--- src/srh_defs.svh ---
/*
 * Constants for the host-side controller of a 2K x 8 asynchronous static RAM.
 * Assumes a single 125 MHz core clock; all times are in nanoseconds.
 */
`ifndef SRH_DEFS_SVH
`define SRH_DEFS_SVH

// ----------------------------------------------------------------------------
// Widths
// ----------------------------------------------------------------------------
`define SRH_AW        11
`define SRH_DW        8
`define SRH_CNT_W     4

// ----------------------------------------------------------------------------
// Timing figures and derived cycle counts
// ----------------------------------------------------------------------------
`define SRH_CLK_NS    8
`define SRH_T_ACC_NS  100
`define SRH_T_WP_NS   65
`define SRH_T_WC_NS   100
`define SRH_T_HZ_NS   40
`define SRH_CEIL(ns)  (((ns) + `SRH_CLK_NS - 1) / `SRH_CLK_NS)
`define SRH_ACC_CYC   `SRH_CEIL(`SRH_T_ACC_NS)
`define SRH_WP_CYC    `SRH_CEIL(`SRH_T_WP_NS)
`define SRH_WREC_CYC  `SRH_CEIL(`SRH_T_WC_NS - `SRH_T_WP_NS)
`define SRH_HZ_CYC    `SRH_CEIL(`SRH_T_HZ_NS)

`endif

--- src/srh_pkg.sv ---
/*
 * Types for the static RAM host controller.
 * Assumes srh_defs.svh is on the include path.
 */
`include "srh_defs.svh"

package srh_pkg;

    // ------------------------------------------------------------------------
    // Sequencer states, Gray coded along the access path
    // ------------------------------------------------------------------------
    typedef enum logic [1:0] {
        SRH_IDLE    = 2'b00,
        SRH_SETUP   = 2'b01,
        SRH_ACTIVE  = 2'b11,
        SRH_RECOVER = 2'b10
    } srh_state_t;

    // Write method: strobe on read/write, strobe on select, or both
    typedef enum logic [1:0] {
        SRH_WM_RW   = 2'b00,
        SRH_WM_SEL  = 2'b01,
        SRH_WM_BOTH = 2'b10
    } srh_wmode_t;

    // ------------------------------------------------------------------------
    // Carriers
    // ------------------------------------------------------------------------
    typedef struct packed {
        logic               write;
        srh_wmode_t         wmode;
        logic [`SRH_AW-1:0] addr;
        logic [`SRH_DW-1:0] wdata;
    } srh_req_t;

    typedef struct packed {
        logic [`SRH_AW-1:0] addr;
        logic [`SRH_DW-1:0] dq;
        logic               dq_oe_n;
        logic               sel_n;
        logic               oe_n;
        logic               rw;
    } srh_pins_t;

    typedef struct packed {
        srh_state_t         fsm;
        srh_req_t           req;
        srh_pins_t          pins;
        logic [`SRH_DW-1:0] rdata;
        logic               rsp_valid;
        logic               ready;
    } srh_host_st_t;

    typedef struct packed {
        logic [`SRH_CNT_W-1:0] cnt;
    } srh_tmr_st_t;

endpackage : srh_pkg

--- src/srh_host.sv ---
/*
 * Host-side controller for a 2,048 x 8 asynchronous static RAM.
 * Assumes the RAM pins are wired directly, inputs synchronous to core_clk_i,
 * and a testbench that resolves the data pins from dq_oe_n_o.
 */
// Notes on behaviour
// - Write by holding select low and pulsing read/write low.
// - Write by holding read/write low and pulsing select low.
// - Write by presenting address then pulsing select and read/write low.
// - Host changes no address or read/write and drives no data during standby, except around select and combined strobe writes.
`include "srh_defs.svh"

module srh_host
    import srh_pkg::*;
(
    // Clock and reset
    input  wire logic               core_clk_i,
    input  wire logic               nrst_i,
    // User request
    input  wire logic               req_valid_i,
    input  wire logic               req_write_i,
    input  wire logic [1:0]         req_wmode_i,
    input  wire logic [`SRH_AW-1:0] req_addr_i,
    input  wire logic [`SRH_DW-1:0] req_wdata_i,
    output logic                    req_ready_o,
    // User response
    output logic                    rsp_valid_o,
    output logic [`SRH_DW-1:0]      rsp_rdata_o,
    // RAM pins
    output logic [`SRH_AW-1:0]      ram_addr_o,
    output logic                    ram_sel_n_o,
    output logic                    ram_oe_n_o,
    output logic                    ram_rw_o,
    input  wire logic [`SRH_DW-1:0] ram_dq_i,
    output logic [`SRH_DW-1:0]      ram_dq_o,
    output logic                    ram_dq_oe_n_o
);

    // ------------------------------------------------------------------------
    // Phase lengths, loaded into the timer as length minus one
    // ------------------------------------------------------------------------
    localparam logic [`SRH_CNT_W-1:0] ACC_LD  = `SRH_CNT_W'(`SRH_ACC_CYC - 1);
    localparam logic [`SRH_CNT_W-1:0] WP_LD   = `SRH_CNT_W'(`SRH_WP_CYC - 1);
    localparam logic [`SRH_CNT_W-1:0] WREC_LD = `SRH_CNT_W'(`SRH_WREC_CYC - 1);
    localparam logic [`SRH_CNT_W-1:0] HZ_LD   = `SRH_CNT_W'(`SRH_HZ_CYC - 1);

    srh_host_st_t          st;
    srh_host_st_t          next_st;
    logic                  tmr_load;
    logic [`SRH_CNT_W-1:0] tmr_val;
    logic                  tmr_zero;

    // Pins at rest: deselected, not driving, address held
    function automatic srh_pins_t idle_pins(input logic [`SRH_AW-1:0] addr);
        srh_pins_t p;
        p         = '0;
        p.addr    = addr;
        p.dq_oe_n = 1'b1;
        p.sel_n   = 1'b1;
        p.oe_n    = 1'b1;
        p.rw      = 1'b1;
        return p;
    endfunction : idle_pins

    // ------------------------------------------------------------------------
    // Phase timer
    // ------------------------------------------------------------------------
    srh_timer u_timer (
        .core_clk_i (core_clk_i),
        .nrst_i     (nrst_i),
        .load_i     (tmr_load),
        .load_val_i (tmr_val),
        .zero_o     (tmr_zero)
    );

    // ------------------------------------------------------------------------
    // Access sequencer
    // ------------------------------------------------------------------------
    always_comb begin
        next_st           = st;
        next_st.rsp_valid = 1'b0;
        tmr_load          = 1'b0;
        tmr_val           = '0;
        case (st.fsm)
            SRH_IDLE: begin
                if (req_valid_i) begin
                    next_st.req.write = req_write_i;
                    next_st.req.wmode = srh_wmode_t'(req_wmode_i);
                    next_st.req.addr  = req_addr_i;
                    next_st.req.wdata = req_wdata_i;
                    next_st.ready     = 1'b0;
                    next_st.fsm       = SRH_SETUP;
                    next_st.pins.addr = req_addr_i;
                    if (req_write_i) begin
                        // select held low before a read/write strobe
                        // read/write held low before a select strobe
                        next_st.pins.dq      = req_wdata_i;
                        next_st.pins.dq_oe_n = 1'b0;
                        next_st.pins.sel_n   = (srh_wmode_t'(req_wmode_i) != SRH_WM_RW);
                        next_st.pins.rw      = (srh_wmode_t'(req_wmode_i) != SRH_WM_SEL);
                    end else begin
                        // select and output enable low, read/write high
                        next_st.pins.sel_n = 1'b0;
                        next_st.pins.oe_n  = 1'b0;
                    end
                end
            end
            SRH_SETUP: begin
                // Open the joint low interval for writes
                next_st.fsm = SRH_ACTIVE;
                tmr_load    = 1'b1;
                tmr_val     = st.req.write ? WP_LD : ACC_LD;
                if (st.req.write) begin
                    next_st.pins.sel_n = 1'b0;
                    next_st.pins.rw    = 1'b0;
                end
            end
            SRH_ACTIVE: begin
                if (tmr_zero) begin
                    next_st.fsm       = SRH_RECOVER;
                    next_st.rsp_valid = 1'b1;
                    tmr_load          = 1'b1;
                    if (st.req.write) begin
                        // data stays driven across the closing edge
                        tmr_val            = WREC_LD;
                        next_st.pins.sel_n = (st.req.wmode != SRH_WM_RW);
                        next_st.pins.rw    = (st.req.wmode != SRH_WM_SEL);
                    end else begin
                        // sample the stored byte after access time
                        tmr_val           = HZ_LD;
                        next_st.rdata     = ram_dq_i;
                        next_st.pins.sel_n = 1'b1;
                        next_st.pins.oe_n  = 1'b1;
                    end
                end
            end
            SRH_RECOVER: begin
                // wait for the RAM to float before any new drive
                // return to standby with no data driven
                next_st.pins = idle_pins(st.pins.addr);
                if (tmr_zero) begin
                    next_st.fsm   = SRH_IDLE;
                    next_st.ready = 1'b1;
                end
            end
            default: begin
                next_st.fsm   = SRH_IDLE;
                next_st.pins  = idle_pins(st.pins.addr);
                next_st.ready = 1'b1;
            end
        endcase
    end

    // State register
    always_ff @(posedge core_clk_i) begin
        if (!nrst_i) begin
            st       <= '0;
            st.pins  <= idle_pins('0);
            st.ready <= 1'b1;
        end else begin
            st <= next_st;
        end
    end

    // Outputs straight from the state register
    assign req_ready_o   = st.ready;
    assign rsp_valid_o   = st.rsp_valid;
    assign rsp_rdata_o   = st.rdata;
    assign ram_addr_o    = st.pins.addr;
    assign ram_sel_n_o   = st.pins.sel_n;
    assign ram_oe_n_o    = st.pins.oe_n;
    assign ram_rw_o      = st.pins.rw;
    assign ram_dq_o      = st.pins.dq;
    assign ram_dq_oe_n_o = st.pins.dq_oe_n;
endmodule : srh_host

--- src/srh_timer.sv ---
/*
 * Down counter that times each phase of a RAM access.
 * Assumes the caller loads it with the phase length minus one.
 */
`include "srh_defs.svh"

module srh_timer
    import srh_pkg::*;
(
    // Clock and reset
    input  wire logic                  core_clk_i,
    input  wire logic                  nrst_i,
    // Control
    input  wire logic                  load_i,
    input  wire logic [`SRH_CNT_W-1:0] load_val_i,
    // Status
    output logic                       zero_o
);

    srh_tmr_st_t st;
    srh_tmr_st_t next_st;

    // Load, else count down and rest at zero
    always_comb begin
        next_st = st;
        if (load_i) begin
            next_st.cnt = load_val_i;
        end else if (st.cnt != '0) begin
            next_st.cnt = st.cnt - `SRH_CNT_W'(1);
        end
    end

    // State register
    always_ff @(posedge core_clk_i) begin
        if (!nrst_i) begin
            st <= '0;
        end else begin
            st <= next_st;
        end
    end

    assign zero_o = (st.cnt == '0);

endmodule : srh_timer

--- config.mk ---
export PLATFORM = sky130hd
export DESIGN_NAME = srh_host
export DESIGN_NICKNAME = d
export VERILOG_FILES = /design/src/srh_pkg.sv /design/src/srh_host.sv /design/src/srh_timer.sv
export VERILOG_INCLUDE_DIRS = /design/src
export SDC_FILE = /design/constraint.sdc
export NUM_CORES = 1
export LEC_CHECK = 0
export BUFFER_PORTS_ARGS = -buffer_cell sky130_fd_sc_hd__buf_4
export CAP_MARGIN = 20
export CORE_ASPECT_RATIO = 1.4
export CORE_MARGIN = 5
export CORE_UTILIZATION = 45
export CTS_CLUSTER_DIAMETER = 150
export DETAILED_ROUTE_END_ITERATION = 16
export PLACE_DENSITY = 0.71
export SYNTH_ARGS = -nofsm -noshare
export SYNTH_HDL_FRONTEND = slang
export SYNTH_SLANG_ARGS = --single-unit
--- constraint.sdc ---
create_clock -name core_clk_i -period 3 [get_ports core_clk_i]
set_input_delay 0.6 -clock core_clk_i [delete_from_list [all_inputs] [get_ports core_clk_i]]
set_output_delay 0.6 -clock core_clk_i [all_outputs]
set_load 0.1 [all_outputs]
; Word level (Yosys, flattened, before mapping)
; Index checks and enable logic that the tools add are counted.
[totals]
regBits = 61
inputBits = 33
out_inout_bits = 33
elab_cells = 77
[op_classes]
add_sub_neg = 1
n_eq_ne = 13
muxes = 28
n_bitwise = 2
n_reduce_logical = 18
[ops]
columns = op, n
row1 = 47-bit two-way mux, 1
row2 = 20-bit one-hot mux with 2 select lines, 1
row3 = 3-bit AND reduction, 6
row4 = 2-bit inequality test (second input constant), 8
row5 = 12-bit two-way mux, 1
row6 = 1-bit two-way mux, 10
row7 = 5-bit AND reduction, 2
row8 = 9-bit two-way mux, 1
row9 = 4-bit two-way mux, 2
row10 = 8-bit two-way mux, 1
row11 = 1-bit one-hot mux with 4 select lines, 2
row12 = 2-bit one-hot mux with 4 select lines, 1
row13 = 4-bit one-hot mux with 2 select lines, 1
row14 = 2-bit nonzero test, 4
row15 = 3-bit two-way mux, 2
row16 = 2-bit == test (second input constant), 2
row17 = 4-bit zero test, 1
row18 = 2-bit two-way mux, 2
row19 = 2-bit by 1-bit inequality test with 1-bit output (second input constant), 2
row20 = 1-bit one-hot mux with 2 select lines, 2
row21 = 2-bit AND reduction, 2
row22 = 4-bit nonzero test, 1
row23 = 4-bit by 1-bit subtractor with 4-bit output (second input constant), 1
row24 = 1-bit one-hot mux with 3 select lines, 1
row25 = 4 further kinds, 5

; Longest topological paths before layout
; Gate-level depths: netlist of run 1.
[depth]
depth_word = 4
depth_mapped = 7
depth_no_buf = 6

; Hierarchy
; Synthesis of run 1 repeated with hierarchy kept, for this count alone.
[hier_totals]
cells_unflattened = 241
hier_area_um2 = 1998.2
[by_module_without_submodules]
columns = mod, n_inst, cells_per_inst, area_each_um2, seq_area_each_um2
row1 = srh_host, 1, 218, 1767.9, 760.7
row2 = srh_timer, 1, 23, 230.2, 80.1

; Worst setup path after synthesis of run 1
; No wires, ideal clock.
[synth_path]
path_kind = register to register
start = reg u_timer.st[0] (netlist bit)
end = reg st, in the netlist rsp_rdata_o[0]
setup_time_ps = 128
arrival_time_ps = 1686
t_required_ps = 2872
path_slack_ps = 1187
stages_incl_launch_ff = 8
path_buffers = 1
synth_period_minus_slack_ps = 1813
cell_sequence = dfxtp_1 inv_1 ha_1 or3b_1 buf_2 nor3_4 mux2i_1 nor2_1
[synth_via]
elab_chain_cells = 2
[synth_lines]
columns = element, line
row1 = from (decl), srh_timer.sv:20  ; srh_tmr_st_t st;
row2 = from (signal assigned), srh_timer.sv:38  ; st <= next_st;
row3 = 4-bit zero test, srh_timer.sv:42  ; assign zero_o = (st.cnt == '0);
row4 = 3-bit AND reduction (no line), -
row5 = to (signal assigned), srh_host.sv:161  ; st <= next_st;
row6 = to (decl), srh_host.sv:47  ; srh_host_st_t st;
; No other way between the ends.
; A chain may end at the register's enable or synchronous reset.

; Worst setup path after layout of run 1
[layout_path]
start = reg u_timer.st[0] (netlist bit)
end = reg st, in the netlist rsp_rdata_o[7]
; Same word-level chain as after synthesis.

==> impl_metrics.json, run 1 <==
{
  "layout-area-overhead-vs-synth_pct": 22.1,
  "post-layout-total-power_uw": 1690,
  "globalRouteOverflowTotal": 0,
  "syn-num-nets": 262,
  "synth_compound_gate_area_share_pct": 15.0,
  "post-place-ws_ns": 1.02,
  "grt_first_pass_wirelength_um": 6440,
  "outcome": "completed",
  "worst-slew-pin-transition_ns": 0.575,
  "post_synth_xor_area_fraction_pct": 0.468,
  "ioPinCount": 66,
  "grt_setup_unrepaired": "no",
  "worstSetupStartpointType": "flip-flop",
  "drt-pass1-iter-count": 4,
  "critPathRequiredTime_ns": 3.19,
  "syn_area_per_cell_um2": 8.22,
  "timing.hold.ws_ns": 0.453,
  "grt_max_degree": 22,
  "drv_slew": 0,
  "tritoncts": "yes",
  "floorplan.initialDensity_pct": 47.0,
  "track_usage_pct": 14.4,
  "synth_top_cell_area_share_pct": 44.9,
  "setup-tns-final_ns": 0,
  "worst-setup-path-type": "flip-flop to flip-flop",
  "fraction_of_the_cycle_the_final_worst_path_needs_pct": 65.7,
  "layout_setup_ws_ns": 1.03,
  "max_cap_violations": 0,
  "leakagePower_uw": 0.000967,
  "synthCells": 228,
  "cts_resized": 0,
  "place.gp.congestion": 0.812,
  "highest_clock_rate_mhz": 507,
  "synth-simple-area-share_pct": 20.4,
  "post-route-drc-count": 0,
  "clockRootBuffer": "sky130_fd_sc_hd__clkbuf_8",
  "drt-total-wl_um": 3860,
  "cp-end-kind": "flip-flop",
  "finalClockSkew_ns": 0.00761,
  "clk_latency_ns": 0.29,
  "setup_viol_count_final": 0,
  "drt-vias-per-instance": 4.94,
  "vdd_ir_drop_max_mv": 0.490,
  "diodes": 0,
  "worst_hold_path.num_cells": 2,
  "clock_tree.htree_level_count": 2,
  "finalHoldViolCount": 0,
  "dp_hpwl_um": 2890,
  "finalWorstPathRequiredPeriod_ns": 1.97,
  "area_of_the_multi_input_gates_um2": 764,
  "antenna_violations_before_repair": 0,
  "cell_pwr_density_nw_per_um2": 741,
  "clk_path_buf_depth": 2,
  "timing.critical_path.arrival_ns": 2.16,
  "hold_class": "flip-flop to flip-flop",
  "synth-seq-area-share_pct": 44.9,
  "fillerInstances": 407,
  "clock_sink_count": 42,
  "post_cts_hold_buffer_count": 0,
  "core-area_um2": 3990,
  "wl_per_cell_um": 12.5,
  "port_buffers": 65,
  "yosysWarningCount": 0,
  "die_height_um": 86.3,
  "multiplexer_share_of_the_synthesized_area_pct": 4.28,
  "worstRegToRegCells": 6,
  "placementRows": 27,
  "final_nets": 299,
  "drt_iter0_markers": 41,
  "ys_seq_elements": 42,
  "detail-route-antenna-nets": 0,
  "layout-drive-gt1-share_pct": 30.1,
  "via_count_of_the_first_global_routing_pass": 1451,
  "critPathMaxFanout": 8,
  "synth.lib_cells_used.distinct": 34,
  "dieWidth_um": 64.5,
  "syn-cell-area_um2": 1870,
  "post-synth-top-area-cell": "sky130_fd_sc_hd__dfxtp_1",
  "num_vias": 1528,
  "cts-buffers-inserted": 5,
  "design.die.area_um2": 5570,
  "synthAdderAreaFrac_pct": 0.668,
  "synth.top_cells.by_area": "sky130_fd_sc_hd__dfxtp_1, sky130_fd_sc_hd__buf_4, sky130_fd_sc_hd__nand2_1",
  "ff_latch_area_um2": 841,
  "cts_post_setup_buffers_inserted": 0,
  "slew-limit-headroom_pct": 61.5,
  "synth_top_family_by_area": "simple AND/OR/NAND/NOR gates",
  "cts.clk_slew.worst_paths_ns": 0.08
}
-- registers in the layout (all words and copies together), names as in the netlist --
| register | cells |
|---|---|
| ram_dq_oe_n_o | 1 |
| ram_sel_n_o | 1 |
| req_ready_o | 1 |
| rsp_valid_o | 1 |
| rsp_rdata_o | 8 |
| ram_rw_o | 1 |
| ram_addr_o | 11 |
| u_timer.st | 4 |
| ram_dq_o | 8 |
| st | 5 |
| ram_oe_n_o | 1 |
-- final timing paths --
path | slack, ns | start | to
max | 1.03 | u_timer.st[0] | rsp_rdata_o[7]
min | 0.45 | ram_dq_o[6] | ram_dq_o[6]
max reg2reg | 1.03 | u_timer.st[0] | rsp_rdata_o[7]
min reg2reg | 0.45 | ram_dq_o[6] | ram_dq_o[6]
-- cells in the mapped netlist --
cell type and instances:
sky130_fd_sc_hd__a2bb2oi_1 1, sky130_fd_sc_hd__o21ai_0 8, sky130_fd_sc_hd__dfxtp_1 42, sky130_fd_sc_hd__nor3_4 1
sky130_fd_sc_hd__or2_2 2, sky130_fd_sc_hd__nor3_1 5, sky130_fd_sc_hd__o221a_2 1, sky130_fd_sc_hd__buf_2 1
sky130_fd_sc_hd__a21o_1 1, sky130_fd_sc_hd__clkbuf_1 10, sky130_fd_sc_hd__buf_4 27, sky130_fd_sc_hd__a311o_1 1
sky130_fd_sc_hd__o221ai_1 1, sky130_fd_sc_hd__nand2b_1 5, sky130_fd_sc_hd__nand3_1 8, sky130_fd_sc_hd__a21boi_0 2
sky130_fd_sc_hd__a211o_1 1, sky130_fd_sc_hd__o211ai_1 1, sky130_fd_sc_hd__and2_1 1, sky130_fd_sc_hd__clkinv_1 1
sky130_fd_sc_hd__mux2i_1 8, sky130_fd_sc_hd__inv_1 5, sky130_fd_sc_hd__nor2b_1 1, sky130_fd_sc_hd__or3_1 1
sky130_fd_sc_hd__o21a_1 1, sky130_fd_sc_hd__nand2_1 41, sky130_fd_sc_hd__nor3b_1 2, sky130_fd_sc_hd__or2b_1 1
sky130_fd_sc_hd__xnor2_1 1, sky130_fd_sc_hd__or3b_1 1, sky130_fd_sc_hd__nor2_1 14, sky130_fd_sc_hd__a21oi_1 30
sky130_fd_sc_hd__ha_1 1, sky130_fd_sc_hd__a31oi_1 1
-- power by group --
part | total (uW) | internal [uW] | switching (uW) | leakage (uW)
logic | 644 | 201 | 443 | 0.000576
registers | 672 | 619 | 53.2 | 0.000344
clock network | 378 | 185 | 193 | 0.0000472
total | 1690 | 1010 | 690 | 0.000967
-- logic make-up (layout without fill, tap and decap cells) --
| group | Yosys count | in the layout |
|---|---|---|
| XOR/XNOR | 1 | 1 |
| multiplexers | 8 | 8 |
| AO/OA/AOI/OAI | 49 | 49 |
| flip-flops | 42 | 42 |
| adder cells (fa/ha/maj) | 1 | 1 |
| buffers and inverters | 44 | 82 |
| AND/OR/NAND/NOR | 83 | 83 |
-- critical path: stages (launching register included) --
cell and delay (ns):
sky130_fd_sc_hd__dfxtp_1 0.34, sky130_fd_sc_hd__inv_1 0.06, sky130_fd_sc_hd__ha_1 0.19, sky130_fd_sc_hd__or3b_1 0.48, sky130_fd_sc_hd__nor3_4 0.49, sky130_fd_sc_hd__mux2i_1 0.25, sky130_fd_sc_hd__nor2_1 0.06
-- per-stage QoR --
stage / cell area, um^2 / util, % / std cells
finish: 2290 / 57.4 / 309
global route: 2290 / 57.4 / 309
detailed placement: 2190 / 55.0 / 301
global placement: 2190 / 55.0 / 301
CTS: 2290 / 57.4 / 309
floorplan: 1870 / - / 228
-- routing by layer --
layer  wire length [um]  GRT usage, %  vias to the layer above
li1                   -             -                      808
met1               1680          17.0                      669
met2               1850          24.2                       49
met3                320          5.58                        2
met4                 12          4.62                        0
met5                  0             0                        -
-- placed cells by master (no fill, tap or decap) --
cell type,instances
sky130_fd_sc_hd__nor2b_1,1
sky130_fd_sc_hd__clkinv_1,1
sky130_fd_sc_hd__or2_2,2
sky130_fd_sc_hd__nand3_1,8
sky130_fd_sc_hd__a21boi_0,2
sky130_fd_sc_hd__a31oi_1,1
sky130_fd_sc_hd__or3b_1,1
sky130_fd_sc_hd__o211ai_1,1
sky130_fd_sc_hd__ha_1,1
sky130_fd_sc_hd__nand2_1,41
sky130_fd_sc_hd__nor3b_1,2
sky130_fd_sc_hd__a211o_1,1
sky130_fd_sc_hd__nor2_1,14
sky130_fd_sc_hd__nand2b_1,5
sky130_fd_sc_hd__buf_4,68
sky130_fd_sc_hd__nor3_1,5
sky130_fd_sc_hd__o21ai_0,8
sky130_fd_sc_hd__inv_1,5
sky130_fd_sc_hd__o21a_1,1
sky130_fd_sc_hd__xnor2_1,1
sky130_fd_sc_hd__a21oi_1,30
sky130_fd_sc_hd__or3_1,1
sky130_fd_sc_hd__dfxtp_1,42
sky130_fd_sc_hd__o221ai_1,1
sky130_fd_sc_hd__clkbuf_8,6
sky130_fd_sc_hd__mux2i_1,8
sky130_fd_sc_hd__clkinvlp_4,1
sky130_fd_sc_hd__or2b_1,1
sky130_fd_sc_hd__a21o_1,1
sky130_fd_sc_hd__a311o_1,1
sky130_fd_sc_hd__a2bb2oi_1,1
sky130_fd_sc_hd__and2_1,1
sky130_fd_sc_hd__clkinv_2,1
sky130_fd_sc_hd__o221a_2,1
sky130_fd_sc_hd__nor3_4,1
-- area by class of cell --
class                   instances  area share (%)
inverters                       6           0.985
repair buffers                 68            22.3
flip-flops and latches         42            36.8
well taps                      43            2.35
clock buffers                   6            3.61
multi-input cells             142            33.4
clock inverters                 2           0.547
Power figures use the tool's default switching activity.
==> run 2, diff against run 1 <==
--- a/config.mk
+++ b/config.mk
@@ -6,6 +6,7 @@
 export SDC_FILE = /design/constraint.sdc
 export NUM_CORES = 1
 export LEC_CHECK = 0
+export ABC_AREA = 1
 export BUFFER_PORTS_ARGS = -buffer_cell sky130_fd_sc_hd__buf_4
 export CAP_MARGIN = 20
 export CORE_ASPECT_RATIO = 1.4
==> constraint.sdc (replaced) <==
create_clock -name core_clk_i -period 2 [get_ports core_clk_i]
set_input_delay 0.4 -clock core_clk_i [delete_from_list [all_inputs] [get_ports core_clk_i]]
set_output_delay 0.4 -clock core_clk_i [all_outputs]
set_load 0.1 [all_outputs]
==> run 2 against run 1 <==
Effect of this change:
- fmax rose by 32%
- sequential power rose by 62%
- sequential share of layout area fell by 0.92 points
- critical path type unchanged
- critical endpoint is now st[52]
==> impl_metrics.json, run 2 <==
{
  "outcome": "completed",
  "dp_hpwl_um": 3320,
  "cts_resized": 0,
  "synth_ff_type": "sky130_fd_sc_hd__dfxtp_1",
  "via_count_of_the_first_global_routing_pass": 1593,
  "timing.critical_path.arrival_ns": 1.70,
  "finalClockSkew_ns": 0.00528,
  "fraction_of_the_cycle_the_final_worst_path_needs_pct": 74.6,
  "detail-route-antenna-nets": 0,
  "post-synth-top-area-cell": "sky130_fd_sc_hd__dfxtp_1",
  "ff_latch_area_um2": 841,
  "critPathRequiredTime_ns": 2.21,
  "cp-end-kind": "flip-flop",
  "synth-simple-area-share_pct": 30.7,
  "setup-tns-final_ns": 0,
  "area_of_the_multi_input_gates_um2": 795,
  "placementRows": 28,
  "cts_post_setup_buffers_inserted": 0,
  "globalRouteOverflowTotal": 0,
  "cts-buffers-inserted": 5,
  "hold_class": "primary input to flip-flop",
  "finalHoldViolCount": 0,
  "dieWidth_um": 65.7,
  "num_vias": 1689,
  "clockRootBuffer": "sky130_fd_sc_hd__clkbuf_8",
  "syn_area_per_cell_um2": 7.51,
  "worst-slew-pin-transition_ns": 0.549,
  "ys_seq_elements": 42,
  "synth_most_common_cell": "sky130_fd_sc_hd__nor2_1",
  "drt-pass1-iter-count": 4,
  "fillerInstances": 416,
  "core-area_um2": 4200,
  "worstSetupStartpointType": "flip-flop",
  "vdd_ir_drop_max_mv": 0.743,
  "synthCells": 260,
  "antenna_violations_before_repair": 0,
  "highest_clock_rate_mhz": 670,
  "wl_per_cell_um": 12.5,
  "post-route-drc-count": 0,
  "tritoncts": "yes",
  "synth_compound_gate_area_share_pct": 9.36,
  "multiplexer_share_of_the_synthesized_area_pct": 0,
  "synth_top_family_by_area": "simple AND/OR/NAND/NOR gates",
  "diodes": 0,
  "synth.top_cells.by_area": "sky130_fd_sc_hd__dfxtp_1, sky130_fd_sc_hd__buf_4, sky130_fd_sc_hd__nor2_1",
  "finalWorstPathRequiredPeriod_ns": 1.49,
  "post_cts_hold_buffer_count": 0,
  "leading_cell_types_in_the_layout_fill_and_taps_excluded": "sky130_fd_sc_hd__buf_4, sky130_fd_sc_hd__nor2_1, sky130_fd_sc_hd__nand2_1",
  "largest_register_ff_count": 11,
  "post_synth_xor_area_fraction_pct": 0,
  "synth_top_cell_area_share_pct": 43.1,
  "cts.clk_slew.worst_paths_ns": 0.08,
  "post_synth_most_frequent_cells": "sky130_fd_sc_hd__nor2_1, sky130_fd_sc_hd__nand2_1, sky130_fd_sc_hd__dfxtp_1, sky130_fd_sc_hd__buf_4, sky130_fd_sc_hd__nand3b_1",
  "syn-num-nets": 294,
  "clock_sink_count": 42,
  "synth_edf_count": 0,
  "max_cap_violations": 0,
  "critPathMaxFanout": 16,
  "layout-area-overhead-vs-synth_pct": 20.2,
  "place.gp.congestion": 0.911,
  "cell_pwr_density_nw_per_um2": 1350,
  "drt-total-wl_um": 4300,
  "synth.lib_cells_used.distinct": 24,
  "proportion_of_register_bits_with_asynchronous_set_or_reset_after_synthesis_pct": 0,
  "drv_slew": 0,
  "synth-seq-area-share_pct": 43.1,
  "clk_latency_ns": 0.29,
  "drt-vias-per-instance": 4.91,
  "leakagePower_uw": 0.00110,
  "syn-cell-area_um2": 1950,
  "drt_iter0_markers": 66,
  "layout-drive-gt1-share_pct": 28.1,
  "port_buffers": 65,
  "design.die.area_um2": 5770,
  "utilization_pct": 55.8,
  "die_height_um": 87.9,
  "most_common_cell_after_layout_fill_and_taps_aside": "sky130_fd_sc_hd__buf_4",
  "clock_tree.htree_level_count": 2,
  "setup_viol_count_final": 0,
  "final_nets": 332,
  "track_usage_pct": 15.8,
  "floorplan.initialDensity_pct": 46.4,
  "grt_first_pass_wirelength_um": 7090,
  "grt_setup_unrepaired": "no",
  "slew-limit-headroom_pct": 63.4,
  "grt_max_degree": 27,
  "yosysWarningCount": 0,
  "clk_path_buf_depth": 2,
  "worst-setup-path-type": "flip-flop to flip-flop",
  "synthAdderAreaFrac_pct": 0.641,
  "ioPinCount": 66
}
run 2: changes by cell type after synthesis, moves of 5 or more:
| cell | change |
|---|---|
| sky130_fd_sc_hd__clkbuf_1 | -6 |
| sky130_fd_sc_hd__nand3b_1 | +17 |
| sky130_fd_sc_hd__a21oi_1 | -14 |
| sky130_fd_sc_hd__o21ai_1 | +7 |
| sky130_fd_sc_hd__mux2i_1 | -8 |
| sky130_fd_sc_hd__nand2b_1 | -5 |
| sky130_fd_sc_hd__nor2_1 | +34 |
| sky130_fd_sc_hd__nand2_1 | +5 |
| sky130_fd_sc_hd__inv_1 | +9 |
| sky130_fd_sc_hd__inv_2 | +5 |
run 2: cell families (layout without fill, tap and decap cells):
family | after synthesis | in the layout
adder cells (fa/ha/maj) | 1 | 1
AND/OR/NAND/NOR | 131 | 131
AO/OA/AOI/OAI | 33 | 33
buffers and inverters | 53 | 92
flip-flops | 42 | 42
run 2: stage by stage:
stage	setup slack [ns]	hold slack, ns	area (um^2)	total power [uW]	cells
final	0.508	0.345	2350	3170	344
after global placement	0.525	0.448	2250	2620	336
after floorplan	0.675	0.439	1950	2410	260
after detailed placement	0.484	0.450	2250	2640	336
after CTS	0.469	0.334	2350	3210	344
after global routing	0.320	0.357	2350	3360	344
run 2: routing by layer:
layer / wire length (um) / track usage (%) / vias up / part of all wire [%]
met3: 385 / 5.52 / 5 / 8.9
met5: 0 / 0 / - / 0
met4: 83 / 6.79 / 0 / 1.9
met2: 2120 / 27.7 / 64 / 49
met1: 1720 / 17.0 / 736 / 40
li1: - / - / 884 / -
run 2: worst paths after layout:
check / slack (ns) / cells after the start / startpoint / to
setup / recovery: 0.51 / 5 / st[55] / st[52]
hold / removal: 0.35 / 3 / req_addr_i[2] / ram_addr_o[2]
setup reg to reg: 0.51 / 5 / st[55] / st[52]
hold reg to reg: 0.47 / 2 / u_timer.st[1] / u_timer.st[1]
run 2: report_power, final:
part | switching [uW] | total [uW] | internal (uW)
logic | 1140 | 1520 | 382
registers | 98.1 | 1090 | 987
clock network | 288 | 565 | 277
total | 1520 | 3170 | 1650
run 2: final cells by class:
| class | instances | area share (%) |
|---|---|---|
| Sequential cell | 42 | 35.8 |
| Multi-Input combinational cell | 165 | 33.9 |
| Timing Repair Buffer | 65 | 20.8 |
| Clock buffer | 6 | 3.52 |
| Inverter | 19 | 3.04 |
| Tap cell | 45 | 2.40 |
| Clock inverter | 2 | 0.533 |
run 2: critical path, cell delays in order, from the launching register on:
cell and delay, ns:
sky130_fd_sc_hd__dfxtp_1 0.43, sky130_fd_sc_hd__nor2_4 0.25, sky130_fd_sc_hd__nand2_2 0.23, sky130_fd_sc_hd__inv_2 0.28, sky130_fd_sc_hd__nor2_1 0.07, sky130_fd_sc_hd__a211oi_1 0.16
==> run 3, diff against run 2 <==
==> constraint.sdc (replaced) <==
create_clock -name core_clk_i -period 1.4 [get_ports core_clk_i]
set_input_delay 0.28 -clock core_clk_i [delete_from_list [all_inputs] [get_ports core_clk_i]]
set_output_delay 0.28 -clock core_clk_i [all_outputs]
set_load 0.1 [all_outputs]
==> run 3 against run 2 <==
Effect of this change:
- die area is the same
- sequential power grew 44%
- cell count grew 3.5%
- clock skew is essentially flat
- highest routed layer unchanged
- non-clock buffer count grew 12
- setup slack lost 0.42 ns
- first-iteration DRC count grew 24%
- cell area grew 5.8%
- critical endpoint is now ram_rw_o
- clock power grew 65%
- worst hold slack lost 0.12 ns
==> impl_metrics.json, run 3 (synthesized netlist as in run 2, its figures left out) <==
{
  "outcome": "completed",
  "setup_viol_count_final": 0,
  "post-route-drc-count": 0,
  "slew-limit-headroom_pct": 81.6,
  "cp-end-kind": "flip-flop",
  "via_count_of_the_first_global_routing_pass": 1720,
  "placementRows": 28,
  "dp_hpwl_um": 3390,
  "port_buffers": 65,
  "finalClockSkew_ns": 0.00558,
  "clock_tree.htree_level_count": 2,
  "layout-area-overhead-vs-synth_pct": 27.2,
  "drt_iter0_markers": 82,
  "clk_path_buf_depth": 2,
  "drt-vias-per-instance": 4.90,
  "leading_cell_types_in_the_layout_fill_and_taps_excluded": "sky130_fd_sc_hd__buf_4, sky130_fd_sc_hd__nor2_1, sky130_fd_sc_hd__nand2_1",
  "cts-buffers-inserted": 5,
  "p_comb_share_pct": 49.8,
  "wl_per_cell_um": 12.9,
  "setup-tns-final_ns": 0,
  "place.gp.congestion": 0.842,
  "max_cap_violations": 0,
  "power_frac_clock_pct": 18.7,
  "critPathRequiredTime_ns": 1.58,
  "tritoncts": "yes",
  "final_nets": 344,
  "timing.hold.ws_ns": 0.221,
  "fraction_of_the_cycle_the_final_worst_path_needs_pct": 93.4,
  "num_vias": 1744,
  "leakagePower_uw": 0.00117,
  "timing.critical_path.arrival_ns": 1.49,
  "critPathMaxFanout": 3,
  "largest_register_ff_count": 11,
  "worst-slew-pin-transition_ns": 0.276,
  "cell_pwr_density_nw_per_um2": 2010,
  "worst_hold_path.num_cells": 3,
  "post_cts_hold_buffer_count": 0,
  "drt-pass1-iter-count": 4,
  "floorplan.initialDensity_pct": 46.4,
  "grt_setup_unrepaired": "yes",
  "clk_latency_ns": 0.29,
  "clockRootBuffer": "sky130_fd_sc_hd__clkbuf_8",
  "globalRouteOverflowTotal": 0,
  "die_height_um": 87.9,
  "antenna_violations_before_repair": 0,
  "post-place-ws_ns": -0.0481,
  "worstRegToRegCells": 10,
  "hold_class": "primary input to flip-flop",
  "worstSetupStartpointType": "flip-flop",
  "layout-drive-gt1-share_pct": 33.1,
  "core-area_um2": 4200,
  "power.net_switching_uw": 2290,
  "most_common_cell_after_layout_fill_and_taps_aside": "sky130_fd_sc_hd__buf_4",
  "p_int_uw": 2690,
  "vdd_ir_drop_max_mv": 1.19,
  "grt_first_pass_wirelength_um": 7440,
  "finalWorstPathRequiredPeriod_ns": 1.31,
  "diodes": 0,
  "design.die.area_um2": 5770,
  "dieWidth_um": 65.7,
  "drv_slew": 0,
  "layout_setup_ws_ns": 0.0923,
  "grt_max_degree": 26,
  "finalHoldViolCount": 0,
  "switching_share_of_total_power_pct": 46.1,
  "detail-route-antenna-nets": 0,
  "p_seq_share_pct": 31.5,
  "ioPinCount": 66,
  "highest_clock_rate_mhz": 765,
  "cts.clk_slew.worst_paths_ns": 0.08,
  "clock_sink_count": 42,
  "drt-total-wl_um": 4590,
  "worst-setup-path-type": "flip-flop to flip-flop",
  "track_usage_pct": 16.8
}
[run 3: repair_timing]
item                       in CTS  in global routing
pin swaps                       4                  5
buffers inserted                3                  1
resized for setup               3                  9
setup endpoints to repair       8                 11
[run 3: cell type report]
type | count | area (um^2)
well taps | 45 | 56.3
multi-input cells | 165 | 827
flip-flops and latches | 42 | 843
clock inverters | 1 | 30.0
repair buffers | 77 | 578
inverters | 19 | 71.3
clock buffers | 7 | 76.3
fillers | 410 | 1720
[run 3: layer usage]
layer	up-vias	routed length, um	track usage [%]
li1	904	-	-
met1	762	1860	17.6
met2	65	2260	29.7
met3	13	332	5.52
met4	0	137	8.30
met5	-	0	0
[run 3: worst paths after layout]
kind            startpoint       endpoint  slack, ns
max          u_timer.st[0]       ram_rw_o       0.09
min          req_addr_i[6]  ram_addr_o[6]       0.22
max reg2reg  u_timer.st[0]       ram_rw_o       0.09
min reg2reg    ram_dq_o[5]    ram_dq_o[5]       0.47
[run 3: power groups by stage]
stage	registers, uW	clock network, uW	logic, uW
floorplan	1830	0	1620
global placement	1570	0	2310
detailed placement	1570	0	2330
CTS	1550	954	2400
global route	1600	1010	2660
finish	1570	931	2480
[run 3: worst max-delay path, stage by stage, from the launching register on]
cell and delay [ns]:
sky130_fd_sc_hd__dfxtp_2 0.36, sky130_fd_sc_hd__inv_2 0.06, sky130_fd_sc_hd__ha_4 0.16, sky130_fd_sc_hd__nand2_2 0.09
sky130_fd_sc_hd__nor2_4 0.04, sky130_fd_sc_hd__buf_4 0.13, sky130_fd_sc_hd__buf_4 0.12, sky130_fd_sc_hd__nand3_1 0.06
sky130_fd_sc_hd__nand3_1 0.07, sky130_fd_sc_hd__nand2_1 0.06, sky130_fd_sc_hd__nand2_1 0.05
[run 3: metrics by stage]
stage	instances	total power [uW]	util [%]	area, um^2
detailed placement	344	3910	55.0	2310
floorplan	260	3450	-	1950
global route	356	5270	59.0	2480
global placement	344	3870	55.0	2310
finish	356	4980	59.0	2480
CTS	355	4900	58.2	2440
